`config.mk`:
```
export PLATFORM = sky130hd
export DESIGN_NAME = ckcfg_rx
export DESIGN_NICKNAME = d
export VERILOG_FILES = /design/src/ckcfg_pkg.sv /design/src/ckcfg_rx.sv
export VERILOG_INCLUDE_DIRS = /design/src
export SDC_FILE = /design/constraint.sdc
export NUM_CORES = 1
export LEC_CHECK = 0
export BUFFER_PORTS_ARGS = -buffer_cell sky130_fd_sc_hd__buf_4
export CORE_UTILIZATION = 35
export CTS_CLUSTER_SIZE = 40
export DETAILED_ROUTE_END_ITERATION = 8
export PLACE_DENSITY_LB_ADDON = 0.3
export SLEW_MARGIN = 0
export SYNTH_ARGS = -nofsm -noshare
export SYNTH_HDL_FRONTEND = slang
export SYNTH_SLANG_ARGS = --single-unit
export TNS_END_PERCENT = 50
```
`constraint.sdc`:
```
create_clock -name clk -period 2.8 [get_ports clk]
set_clock_uncertainty 0.15 [all_clocks]
set_input_delay 0.56 -clock clk [delete_from_list [all_inputs] [get_ports clk]]
set_output_delay 0.56 -clock clk [all_outputs]
set_load 0.005 [all_outputs]
```
`src/ckcfg_defines.svh`:
```
// ckcfg_defines.svh: offsets, field positions, reset values and counts of the
// serial configuration receiver.
// assumes: included by bare name by the package and the design module.
`ifndef CKCFG_DEFINES_SVH
`define CKCFG_DEFINES_SVH

`define CKCFG_SLAVE_ADDR      8'hD2
`define CKCFG_FRAME_BYTES     4'hB
`define CKCFG_FIRST_DATA      4'h3
`define CKCFG_DATA_BYTES      8
`define CKCFG_BIT_LAST        3'h7
`define CKCFG_BYTE0_RESET     8'h00
`define CKCFG_BYTE1_RESET     8'h0B
`define CKCFG_BYTEN_RESET     8'hFF
`define CKCFG_SEL_LSB         4
`define CKCFG_SWSEL_BIT       3
`define CKCFG_MODE_LSB        0
`define CKCFG_MODE_TRISTATE   2'h3
`define CKCFG_SEL_STEP_US     20
`define CKCFG_CLK_MHZ         25
`define CKCFG_SEL_STEP_CYC    (`CKCFG_SEL_STEP_US * `CKCFG_CLK_MHZ)

`endif

```
`src/ckcfg_pkg.sv`:
```
// ckcfg_pkg.sv: types of the serial configuration receiver.
// assumes: ckcfg_defines.svh is on the include path.
`include "ckcfg_defines.svh"

package ckcfg_pkg;

    typedef enum logic [1:0] {
        CKCFG_IDLE,
        CKCFG_BITS,
        CKCFG_ACK,
        CKCFG_SKIP
    } ckcfg_state_t;

    // control outputs toward the clock synthesis core
    typedef struct packed {
        logic [63:0] out_enable;  // one bit per output, 1 runs, 0 held low
        logic        tristate;    // all outputs high impedance
        logic        sw_select;   // software frequency select active
        logic [2:0]  freq_sel;    // software frequency code, stepped
        logic        spread_on;   // modulation, on from the first enabled cycle after reset
    } ckcfg_ctrl_t;

endpackage

```
`src/ckcfg_rx.sv`:
```
// ckcfg_rx.sv: write-only two-wire configuration receiver with control registers.
// assumes: serial clock and data come from a host master outside this clock
// domain; the pad merges data output enable into an open-drain wire.
`timescale 1ns/1ns
`default_nettype none
`include "ckcfg_defines.svh"

module ckcfg_rx (
    input  wire logic                 clk,
    input  wire logic                 rst,
    input  wire logic                 ce,
    input  wire logic                 serial_cfg_clock_pin,
    input  wire logic                 serial_cfg_data_pin_i,
    output var  logic                 serial_cfg_data_pin_o,
    output var  logic                 serial_cfg_data_pin_oe,
    output var  ckcfg_pkg::ckcfg_ctrl_t ctrl,
    output var  logic                 center_spread,
    output var  logic                 frame_done
);
    import ckcfg_pkg::*;

    // ****************************************************************
    // pin synchronisers
    // ****************************************************************
    logic [1:0]   scl_sync_q;
    logic [1:0]   sda_sync_q;
    logic         scl_prev_q;
    logic         sda_prev_q;

    always_ff @(posedge clk) begin
        if (rst) begin
            scl_sync_q <= 2'h3;
            sda_sync_q <= 2'h3;
            scl_prev_q <= 1'b1;
            sda_prev_q <= 1'b1;
        end else if (ce) begin
            scl_sync_q <= {scl_sync_q[0], serial_cfg_clock_pin};
            sda_sync_q <= {sda_sync_q[0], serial_cfg_data_pin_i};
            scl_prev_q <= scl_sync_q[1];
            sda_prev_q <= sda_sync_q[1];
        end
    end

    logic scl;
    logic sda;
    logic scl_rise;
    logic scl_fall;
    logic start_cond;
    logic stop_cond;

    assign scl        = scl_sync_q[1];
    assign sda        = sda_sync_q[1];
    assign scl_rise   = scl & ~scl_prev_q;
    assign scl_fall   = ~scl & scl_prev_q;
    assign start_cond = scl & scl_prev_q & sda_prev_q & ~sda;
    assign stop_cond  = scl & scl_prev_q & ~sda_prev_q & sda;

    // ****************************************************************
    // byte receiver
    // ****************************************************************
    ckcfg_state_t state_q;
    logic [7:0]   shift_q;
    logic [2:0]   bit_q;
    logic [3:0]   pos_q;
    logic         ack_q;
    logic         full_q;
    logic         byte_done;

    // the fall after a start carries no bit: a byte ends at the fall after its eighth rise
    assign byte_done = (state_q == CKCFG_BITS) && scl_fall && full_q;

    always_ff @(posedge clk) begin
        if (rst) begin
            state_q <= CKCFG_IDLE;
            shift_q <= 8'h00;
            bit_q   <= 3'h0;
            pos_q   <= 4'h0;
            ack_q   <= 1'b0;
            full_q  <= 1'b0;
        end else if (ce) begin
            if (start_cond) begin
                state_q <= CKCFG_BITS;
                bit_q   <= 3'h0;
                pos_q   <= 4'h0;
                ack_q   <= 1'b0;
                full_q  <= 1'b0;
            end else if (stop_cond) begin
                state_q <= CKCFG_IDLE;
                ack_q   <= 1'b0;
            end else begin
                case (state_q)
                    CKCFG_IDLE: begin
                        ack_q <= 1'b0;
                    end
                    CKCFG_BITS: begin
                        if (scl_rise) begin
                            shift_q <= {shift_q[6:0], sda};
                            bit_q   <= bit_q + 3'h1;
                            full_q  <= (bit_q == `CKCFG_BIT_LAST);
                        end
                        if (byte_done) begin
                            full_q <= 1'b0;
                            if (pos_q == 4'h0 && shift_q != `CKCFG_SLAVE_ADDR) begin
                                state_q <= CKCFG_SKIP;
                            end else begin
                                state_q <= CKCFG_ACK;
                                ack_q   <= 1'b1;
                            end
                        end
                    end
                    CKCFG_ACK: begin
                        if (scl_fall) begin
                            ack_q   <= 1'b0;
                            pos_q   <= pos_q + 4'h1;
                            state_q <= (pos_q == `CKCFG_FRAME_BYTES - 4'h1) ?
                                       CKCFG_SKIP : CKCFG_BITS;
                        end
                    end
                    CKCFG_SKIP: begin
                        ack_q <= 1'b0;
                    end
                    default: begin
                        state_q <= CKCFG_IDLE;
                    end
                endcase
            end
        end
    end

    // open drain: only pulls low for ack, never shifts data out
    always_ff @(posedge clk) begin
        if (rst) begin
            serial_cfg_data_pin_o  <= 1'b0;
            serial_cfg_data_pin_oe <= 1'b0;
        end else if (ce) begin
            serial_cfg_data_pin_o  <= 1'b0;
            serial_cfg_data_pin_oe <= ack_q;
        end
    end

    // ****************************************************************
    // data byte registers
    // ****************************************************************
    logic [7:0] data_q [`CKCFG_DATA_BYTES];
    logic       wr_data;
    logic [3:0] data_idx;

    assign wr_data  = byte_done && (pos_q >= `CKCFG_FIRST_DATA);
    assign data_idx = pos_q - `CKCFG_FIRST_DATA;

    genvar gi;
    generate
        for (gi = 0; gi < `CKCFG_DATA_BYTES; gi++) begin : g_byte
            always_ff @(posedge clk) begin
                if (rst) begin
                    data_q[gi] <= (gi == 0) ? `CKCFG_BYTE0_RESET :
                                  (gi == 1) ? `CKCFG_BYTE1_RESET : `CKCFG_BYTEN_RESET;
                end else if (ce && wr_data && data_idx == 4'(gi)) begin
                    data_q[gi] <= shift_q;
                end
            end
        end
    endgenerate

    always_ff @(posedge clk) begin
        if (rst) begin
            frame_done <= 1'b0;
        end else if (ce) begin
            frame_done <= byte_done && (pos_q == `CKCFG_FRAME_BYTES - 4'h1);
        end
    end

    // ****************************************************************
    // control outputs and frequency stepping
    // ****************************************************************
    logic [2:0]  sel_target;
    logic [15:0] step_cnt_q;
    logic [2:0]  sel_q;

    assign sel_target = data_q[0][`CKCFG_SEL_LSB +: 3];

    // walks one code step per interval toward the target
    always_ff @(posedge clk) begin
        if (rst) begin
            sel_q      <= 3'h0;
            step_cnt_q <= 16'h0000;
        end else if (ce) begin
            if (sel_q == sel_target) begin
                step_cnt_q <= 16'h0000;
            end else if (step_cnt_q == 16'(`CKCFG_SEL_STEP_CYC - 1)) begin
                step_cnt_q <= 16'h0000;
                sel_q      <= (sel_q < sel_target) ? sel_q + 3'h1 : sel_q - 3'h1;
            end else begin
                step_cnt_q <= step_cnt_q + 16'h0001;
            end
        end
    end

    logic [63:0] enables;
    always_comb begin
        enables = '1;
        enables[55:0] = {data_q[7], data_q[6], data_q[5], data_q[4],
                         data_q[3], data_q[2], data_q[1]};
    end

    always_ff @(posedge clk) begin
        if (rst) begin
            ctrl          <= '0;
            center_spread <= 1'b0;
        end else if (ce) begin
            ctrl.out_enable <= enables;
            ctrl.tristate   <= data_q[0][`CKCFG_MODE_LSB +: 2] == `CKCFG_MODE_TRISTATE;
            ctrl.sw_select  <= data_q[0][`CKCFG_SWSEL_BIT];
            ctrl.freq_sel   <= sel_q;
            ctrl.spread_on  <= 1'b1;
            center_spread   <= (sel_q == 3'h5) || (sel_q == 3'h1);
        end
    end

endmodule // ckcfg_rx
`default_nettype wire

```
# Yosys cells after proc, flatten, opt, wreduce, memory -nomap -nowiden
# Memory sizes are Yosys's and may differ from the RTL's. A register that Yosys moved wholly into a read port is not among the register bits.
# Index checks and enable logic that the tools add are counted.
# Widths: inputs -> output; s select.
# word_totals
ramBits,64
romBits,0
latch_bits,0
output_inout_bits,74
in_bits,5
ff_bits,110
mem_count,1
# classes
eq_ne,22
div_mod_pow,0
bitwise_logic,22
n_reduce_logical,32
muxes,63
n_mul,0
shifts,0
order_cmp,2
n_addsub,6
# mem_list
name,words,word_bits,rd,rd_ports_with_merged_regs,write_ports,line,text
data_q,8,8,8,7,8,ckcfg_rx.sv:144,logic [7:0] data_q [`CKCFG_DATA_BYTES];
# op_table
cell,n
$mux 8,8
$mux 1,37
$mux 16,2
$reduce_and 4->1,5
$add 16x1->16 const B,1
$eq 16x9->1 const B,1
$eq 4x3->1 const B,4
$mux 4,4
$mux 3,5
$logic_and 1x1->1,14
$ne 4x4->1 const B,3
$mux 2,5
$eq 4x2->1 const B,2
$logic_not 4->1,2
$ne 8x8->1 const B,1
$or 1x1->1,8
$reduce_bool 2->1,4
$and 1x1->1,7
$not 1->1,7
$add 3x1->3 const B,2
$eq 2x2->1 const B,3
$eq 3x3->1 const B,2
$reduce_and 5->1,1
$add 4x1->4 const B,1
18 further kinds,18

# Logic depth before layout (Yosys ltp)
# Gate-level depths: netlist of the first run.
# logic_depth
ltp_word,11
ltp_mapped,7
ltp_nobuf,7

# Least setup slack after synthesis of the first run
# OpenSTA, ideal clock, no wires.
# synth_path
kind,register to register
startpoint,reg state_q[1]
endpoint,"mem data_q[4][3], data pin"
t_arrival_ns,1.852
path_slack_ns,0.539
t_required_ns,2.392
n_path_buf,0
stages_incl_launch_ff,8
cell_sequence,dfxtp_1 -> inv_1 -> ha_1 -> nand2_1 -> nor3_1 -> nand2_1 -> nor3_1 -> or2b_1
# synth_lines
item,line,text
"start, declared",ckcfg_rx.sv:61,ckcfg_state_t state_q;
"start signal, assigned",ckcfg_rx.sv:115,state_q <= (pos_q == `CKCFG_FRAME_BYTES - 4'h1) ?
"end, declared",ckcfg_rx.sv:144,

==> reports/qor.csv, run 1 <==
metric,value,unit
totalWireLength,15150,µm
nFillCells,1858,
gp_congestion,0.7880,
rows,51,
vias,4826,
setup_viol,0,
final-seq-area,0.004044,mm²
ios,79,
slew_viol_final,0,
die_x,144.7,µm
ys.flop_type,dfxtp_1,
hold_class,in2reg,
cts_buffer_depth,2,
synth_top_area_share,30.61,%
placed_cell_area,0.008064,mm²
clk_latency,420,ps
cp-end-kind,flop,
leakage,0.003389,µW
crit_start,state_q[1],
syn-cell-area,0.007129,mm²
num_antenna_cells,0,
cts_resized,0,
slew_headroom,52.91,%
final_util,43.68,%
min_period,2413,ps
avgSynthCellArea,10.70,µm²
fp.dieH,144.7,µm
core,0.01972,mm²
netlist_top_cells_count,"dfxtp_1 (109), nor2_1 (86), edfxtp_1 (62), mux2i_1 (62), nand2b_1 (46)",
cts_setup_buffers,0,
worst_pin_slew,706.4,ps
fin_ws,386.6,ps
synth_cells,666,
seq_area_frac_synth,56.72,%
ir_drop,275.3,µV
final_antenna_net_count,0,
synth.area.top_cells,"dfxtp_1 (31%), edfxtp_1 (26%), mux2i_1 (8.7%), nor2_1 (4.5%), nand2b_1 (4.0%)",
ys_warn_count,0,
worstHoldStart,serial_cfg_data_pin_i,
critPathLaunchType,flop,
powerDensity,615.5,mW/mm²
tns,0,ps
post_drt_wl_per_cell,14.73,µm
first_pass_iters,4,
drc,0,
multi_input_area,0.002803,mm²
synth_edf_count,62,
synth_cell_types,55,
crit_required,2700,ps
max_freq,0.4144,GHz
cts_tree,built,
grt.total_usage,15.46,%
synth_nets,690,
finalInstanceArea,0.008612,mm²
ys_ff_latch,171,
final_nets,774,
cap_violations,0,
worstPathArrival,2320,ps
drt_iter0_drc,222,
r2r-start,state_q[1],
viasPerCell,4.695,
dieArea,0.02094,mm²
htreeDepth,4,
drive_gt1_share,19.13,%
synth-async-reset-ratio,0,%
design_power_total,5301,µW
syn_to_final_growth,20.80,%
antenna_found_initial,0,
post-synth-top-count-cell,dfxtp_1,
crit_fanout,6,
grt_pass1_vias,4606,
grt_pass1_wl,24360,µm
cts_made_buffers,17,
outcome,finished clean,
cts_sinks,171,
start_util,36.16,%
portBuffers,77,
overflow,0,
critPathKind,reg2reg,
grt_max_degree,35,
clk_pin_slew,60,ps
root_buffer,clkbuf_16,
synth_largest_area_cell,dfxtp_1,
dp_hpwl,10350,µm
post-route-period-util,86.19,%
hold_viol,0,
postCtsHoldBufs,0,
rsz0062_at_grt,no,
place_ws,302.0,ps
## routing by layer
| metal | part of all wire, % | GRT usage, % |
|---|---|---|
| met1 | 49 | 20.20 |
| met2 | 47 | 24.92 |
| met3 | 3.3 | 3.587 |
| met4 | 1.1 | 5.596 |
| met5 | 0 | 0 |
## area by class of cell
cell class,instances,share of cell area (%)
Clock buffer,18,5.100
Clock inverter,14,1.264
Inverter,18,0.7845
Multi-Input combinational cell,433,32.54
Sequential cell,171,46.96
Tap cell,265,3.850
Timing Repair Buffer,109,9.502
## critical path: stages (launching register included)
cell and delay (ps):
dfxtp_1 320, inv_1 70, ha_1 210, nand2_1 140, nor3_1 460, nand2_1 210
o21bai_1 490
## cell usage in the layout (no fill, tap or decap), drive strengths merged, types with 3 or more instances in the layout
| master | instances |
|---|---|
| o31ai | 3 |
| o22ai | 3 |
| nand2b | 46 |
| nand3 | 7 |
| and2 | 15 |
| inv | 24 |
| nand3b | 3 |
| or2b | 6 |
| xnor2 | 3 |
| o21ai | 17 |
| nand2 | 44 |
| o21bai | 10 |
| nor3 | 22 |
| edfxtp | 62 |
| a22oi | 7 |
| mux2i | 62 |
| a21oi | 22 |
| a211o | 7 |
| nand4 | 4 |
| or3 | 3 |
| buf | 109 |
| clkinv | 6 |
| ha | 19 |
| dfxtp | 109 |
| nor2 | 86 |
| xor2 | 3 |
| clkbuf | 18 |
| nor2b | 9 |
## path summary, 6_finish.rpt
path	endpoint	slack, ps	cells past startpoint
worst min register to register	state_q[1]	320	2
worst max-delay path	data_q[0][4]	390	6
worst max register to register	data_q[0][4]	390	6
worst min-delay path	sda_sync_q[0]	200	2
## sequential cells by signal, indices dropped and copies added (netlist names)
name,cells
step_cnt_q,16
scl_sync_q,2
state_q,2
ctrl,62
data_q,62
serial_cfg_data_pin_oe,1
shift_q,8
bit_q,3
sel_q,3
ack_q,1
full_q,1
sda_sync_q,2
center_spread,1
pos_q,4
sda_prev_q,1
frame_done,1
scl_prev_q,1
## metrics by stage
stage | cells | hold WS, ps
floorplan | 666 | 281.4
global placement | 996 | 298.1
detailed placement | 996 | 301.2
CTS | 1028 | 188.2
global route | 1028 | 184.7
finish | 1028 | 203.4
## logic make-up after synthesis
| group | share of synthesized area (%) |
|---|---|
| and+or+nand+nor | 18.85 |
| DFF | 56.72 |
| AOI/OAI and AO/OA | 7.476 |
| muxes | 8.863 |
| buffers and inverters | 3.966 |
| adders and majority gates | 3.335 |
| xor gates and xnor gates | 0.7372 |
| other | 0.05260 |
## power by group
part	switching [µW]	leakage [µW]	internal [µW]
logic	189	0.00161	183
clock network	1010	0.000265	1170
registers	63.3	0.00151	2680
(Power assumes the default switching activity.)
==> run 2: changes to the inputs <==
--- a/config.mk
+++ b/config.mk
@@ -7,6 +7,7 @@
 export NUM_CORES = 1
 export LEC_CHECK = 0
 export BUFFER_PORTS_ARGS = -buffer_cell sky130_fd_sc_hd__buf_4
+export CORE_MARGIN = 2
 export CORE_UTILIZATION = 35
 export CTS_CLUSTER_SIZE = 40
 export DETAILED_ROUTE_END_ITERATION = 8
==> reports/qor.csv, run 2 (synthesis results as in run 1) <==
metric,value,unit,change
overflow,0,,unchanged
worstPathArrival,2360,ps,+40 ps
worst_pin_slew,818.8,ps,+112.4 ps
setup_viol,0,,unchanged
gp_congestion,0.7885,,about the same
critPathLaunchType,flop,,
first_pass_iters,6,,+2
outcome,finished clean,,
grtUsageMet3,3.571,%,-0.015 points
post-route-period-util,87.68,%,+1.5 points
finalInstanceArea,0.008544,mm²,-0.78%
start_util,35.46,%,-0.70 points
placed_cell_area,0.007978,mm²,-1.1%
globalRouteMet2Util,22.72,%,-2.2 points
layout_common_cells,"dfxtp_1 (109), buf_4 (94), nor2_1 (86)",,
clk_pin_slew,70,ps,about the same
powerDensity,628.9,mW/mm²,+2.2%
place_ws,300.2,ps,-1.827 ps
crit_required,2700,ps,about the same
portBuffers,77,,unchanged
core,0.02010,mm²,+2.0%
hold_class,in2reg,,
critPathKind,reg2reg,,
rsz0062_at_grt,no,,
root_buffer,clkbuf_16,,
hold_viol,0,,unchanged
drive_gt1_share,17.36,%,-1.8 points
leakage,0.003339,µW,-1.4%
top_regs,"ctrl (62), data_q (62), step_cnt_q (16)",,
cts_made_buffers,17,,unchanged
dieArea,0.02153,mm²,+2.8%
cp_slowest_cell,o21bai_1,,
cts_sinks,171,,unchanged
fp.dieH,146.7,µm,+1.4%
max_freq,0.4073,GHz,-1.7%
clk_latency,420,ps,about the same
cts_buffer_depth,2,,unchanged
drt_iter0_drc,379,,+71%
placedCellCount,987,,-0.90%
vias,4819,,-0.15%
final_nets,760,,-1.8%
min_period,2455,ps,+41.59 ps
instances_no_fill,1019,,-0.88%
crit_path_cell_trace,ha_1 -> inv_1 -> nor2_1 -> a22oi_1 -> o21bai_1,,
ir_drop,314.4,µV,+14%
syn_to_final_growth,19.85,%,
num_antenna_cells,0,,unchanged
antenna_found_initial,0,,unchanged
fin_ws,345.0,ps,-41.59 ps
cts_resized,0,,unchanged
cts_setup_buffers,0,,unchanged
final_antenna_net_count,0,,unchanged
tns,0,ps,unchanged
slew_headroom,45.30,%,-7.6 points
slew_viol_final,0,,unchanged
use_met1,18.91,%,-1.3 points
design_power_total,5373,µW,+1.4%
rows,52,,+2.0%
cts_tree,built,,
totalWireLength,14980,µm,-1.1%
drc,0,,unchanged
max_stage_delay,730,ps,+240 ps
post_drt_wl_per_cell,14.70,µm,-0.24%
grt_pass1_vias,4405,,-4.4%
ios,79,,unchanged
crit_fanout,8,,+2
cp-end-kind,flop,,
viasPerCell,4.729,,+0.74%
postCtsHoldBufs,0,,unchanged
layout_commonest_cell,dfxtp_1,,
htreeDepth,4,,unchanged
grt.total_usage,14.06,%,-1.4 points
gr-max-usage-layer,met2,,
dp_hpwl,9877,µm,-4.6%
cap_violations,0,,unchanged
die_x,146.7,µm,+1.4%
grt_max_degree,86,,+150%
grt_pass1_wl,23820,µm,-2.2%
## run 2: report_power, final
part / switching (µW) / internal, µW
combinational: 184 / 175
sequential: 65.8 / 2680
clock: 984 / 1280
total: 1230 / 4140
## run 2: area by class of cell
class                      count  area [µm²]
fill                        1910       11560
sequential                   171        4044
clock inverter                12       110.1
timing repair buffer          95       725.7
inverter                      18       67.56
clock buffer                  20       456.7
multi-input combinational    433        2803
tap                          270       337.8
## run 2: path summary, 6_finish.rpt
check | from | slack, ps | cells past startpoint | to
worst min register to register | sda_sync_q[0] | 320 | 1 | sda_sync_q[1]
worst max-delay path | pos_q[1] | 350 | 5 | data_q[2][5]
worst max register to register | pos_q[1] | 350 | 5 | data_q[2][5]
worst min-delay path | serial_cfg_data_pin_i | 200 | 2 | sda_sync_q[0]
## run 2: critical path: cells and delay by family, from the launching register on
family | cells | cell delay [ps]
compound gates | 2 | 970
buf+inv | 1 | 80
flops | 1 | 440
simple gates | 1 | 140
fa+ha+maj | 1 | 290
## run 2: metrics by stage
step	utilization, %	hold slack, ps
final	42.50	202.3
after detailed placement	39.68	302.6
after CTS	42.50	189.0
after global routing	42.50	192.9
after floorplan	-	281.4
after global placement	39.68	299.3
## run 2: layer usage
metal / part of all wire [%] / up-vias / wire length, µm
met5: 0 / - / 0
met4: 0.83 / 0 / 124
met3: 3.4 / 10 / 511
met2: 48 / 93 / 7179
met1: 48 / 2280 / 7164
li1: - / 2436 / -
==> run 3: changes to the inputs <==
--- a/config.mk
+++ b/config.mk
@@ -6,9 +6,10 @@
 export SDC_FILE = /design/constraint.sdc
 export NUM_CORES = 1
 export LEC_CHECK = 0
+export ABC_CLOCK_PERIOD_IN_PS = 2800
 export BUFFER_PORTS_ARGS = -buffer_cell sky130_fd_sc_hd__buf_4
 export CORE_MARGIN = 2
-export CORE_UTILIZATION = 35
+export CORE_UTILIZATION = 33
 export CTS_CLUSTER_SIZE = 40
 export DETAILED_ROUTE_END_ITERATION = 8
 export PLACE_DENSITY_LB_ADDON = 0.3
==> reports/qor.csv, run 3 (synthesis results as in run 1) <==
metric,value,unit,change
outcome,finished clean,,
layout_commonest_cell,dfxtp_1,,
drive_gt1_share,18.60,%,+1.2 points
grt_max_degree,60,,-30%
dp_hpwl,10130,µm,+2.6%
portBuffers,77,,unchanged
slew_headroom,35.70,%,-9.6 points
reg2reg_depth,8,,+3
dieArea,0.02280,mm²,+5.9%
setup_viol,0,,unchanged
rows,53,,+1.9%
hold_class,in2reg,,
multi_input_area,0.002803,mm²,unchanged
cap_violations,0,,unchanged
max_stage_delay,620,ps,-110 ps
totalWireLength,15320,µm,+2.3%
viasPerCell,4.723,,-0.13%
grt.total_usage,13.91,%,-0.15 points
syn_to_final_growth,20.41,%,
powerDensity,619.3,mW/mm²,-1.5%
vias,4879,,+1.2%
die_x,151.0,µm,+2.9%
crit_required,2710,ps,about the same
first_pass_iters,4,,-2
cp-end-kind,flop,,
path_buf_inv,3,,+2
drt_iter0_drc,266,,-30%
gp_congestion,0.8501,,+7.8%
min_period,2438,ps,-16.81 ps
cts_made_buffers,17,,unchanged
htreeDepth,4,,unchanged
path_depth,8,,+3
cts_sinks,171,,unchanged
critPathLaunchType,flop,,
worst_pin_slew,964.6,ps,+145.7 ps
overflow,0,,unchanged
leakage,0.003370,µW,+0.92%
crit_fanout,8,,unchanged
cp_slowest_cell,o21bai_1,,
grt_pass1_wl,24250,µm,+1.8%
core,0.02109,mm²,+4.9%
regToRegSetupSlack,360,ps,+20 ps
clk_pin_slew,70,ps,about the same
hold_viol,0,,unchanged
start_util,33.81,%,-1.7 points
final-seq-area,0.004044,mm²,unchanged
tns,0,ps,unchanged
crit_family,compound AO/OA/AOI/OAI gates,,
top_regs,"ctrl (62), data_q (62), step_cnt_q (16)",,
cts_resized,0,,unchanged
post_drt_wl_per_cell,14.83,µm,+0.89%
finalInstanceArea,0.008584,mm²,+0.47%
r2r-start,state_q[1],,
clk_latency,430,ps,about the same
cts_setup_buffers,0,,unchanged
drc,0,,unchanged
root_buffer,clkbuf_16,,
grt_pass1_vias,4547,,+3.2%
cts_tree,built,,
antenna_found_initial,0,,unchanged
fp.dieH,151.0,µm,+2.9%
r2r_end,data_q[1][7],,
postCtsHoldBufs,0,,unchanged
crit_path_cell_trace,inv_1 -> ha_1 -> nand2_1 -> nor3_1 -> buf_4 -> nand2_1 -> buf_4 -> o21bai_1,,
max_freq,0.4101,GHz,+0.69%
final_util,40.71,%,-1.8 points
cts_buffer_depth,2,,unchanged
slew_viol_final,0,,unchanged
num_antenna_cells,0,,unchanged
critPathKind,reg2reg,,
crit_start,state_q[1],,
final_nets,769,,+1.2%
rsz0062_at_grt,no,,
worstPathArrival,2350,ps,about the same
placed_cell_area,0.008039,mm²,+0.77%
nFillCells,2066,,+8.2%
critPathCapture,data_q[1][7],,
ir_drop,402.8,µV,+28%
ios,79,,unchanged
layout_common_cells,"dfxtp_1 (109), buf_4 (104), nor2_1 (86)",,
post-route-period-util,87.08,%,-0.60 points
final_antenna_net_count,0,,unchanged
-- run 3: cell types whose count changed in the layout (fill, tap and decap cells not counted), sizes merged --
cell      change
clkbuf        +1
inv           +1
clkinv        -2
bufinv        -1
clkinvlp      +1
buf           +9
-- run 3: how the worst min path moves through the flow --
stage / start / endpoint / slack, ps / depth (start not counted)
6_report: serial_cfg_data_pin_i / sda_sync_q[0] / 190 / 2
5_1_grt: serial_cfg_data_pin_i / sda_sync_q[0] / 180 / 2
4_1_cts: serial_cfg_data_pin_i / sda_sync_q[0] / 170 / 2
3_5_place_dp: sda_sync_q[0] / sda_sync_q[1] / 300 / 1
3_3_place_gp: sda_sync_q[0] / sda_sync_q[1] / 290 / 1
2_1_floorplan: sda_sync_q[0] / sda_sync_q[1] / 280 / 1
-- run 3: where the power goes --
part	internal, µW	switching (µW)
clock	1200	1010
sequential	2680	62.9
combinational	177	186
total	4060	1260
-- run 3: cell type report --
cell class | instances | area share (%)
clock buffer | 21 | 5.364
clock inverter | 11 | 0.9911
tap | 275 | 4.008
sequential | 171 | 47.11
inverter | 18 | 0.7871
multi-input combinational | 433 | 32.65
timing repair buffer | 104 | 9.095
-- run 3: per-stage QoR --
stage	hold WS [ps]	worst slack, ps	instances	total power, µW
finish	187.1	361.9	1033	5316
detailed placement	299.0	302.9	1001	3167
global route	178.8	177.7	1033	5519
CTS	173.2	354.5	1033	5365
floorplan	281.4	539.2	666	3011
global placement	291.7	322.7	1001	3165
-- run 3: layer usage --
layer  wire length [µm]  share of wire (%)  vias up  GRT usage [%]
li1                   -                  -     2449              -
met1               7271                 47     2306          18.80
met2               7092                 46      100          21.98
met3                672                4.4       24          2.711
met4                284                1.9        0          5.514
met5                  0                  0        -              0
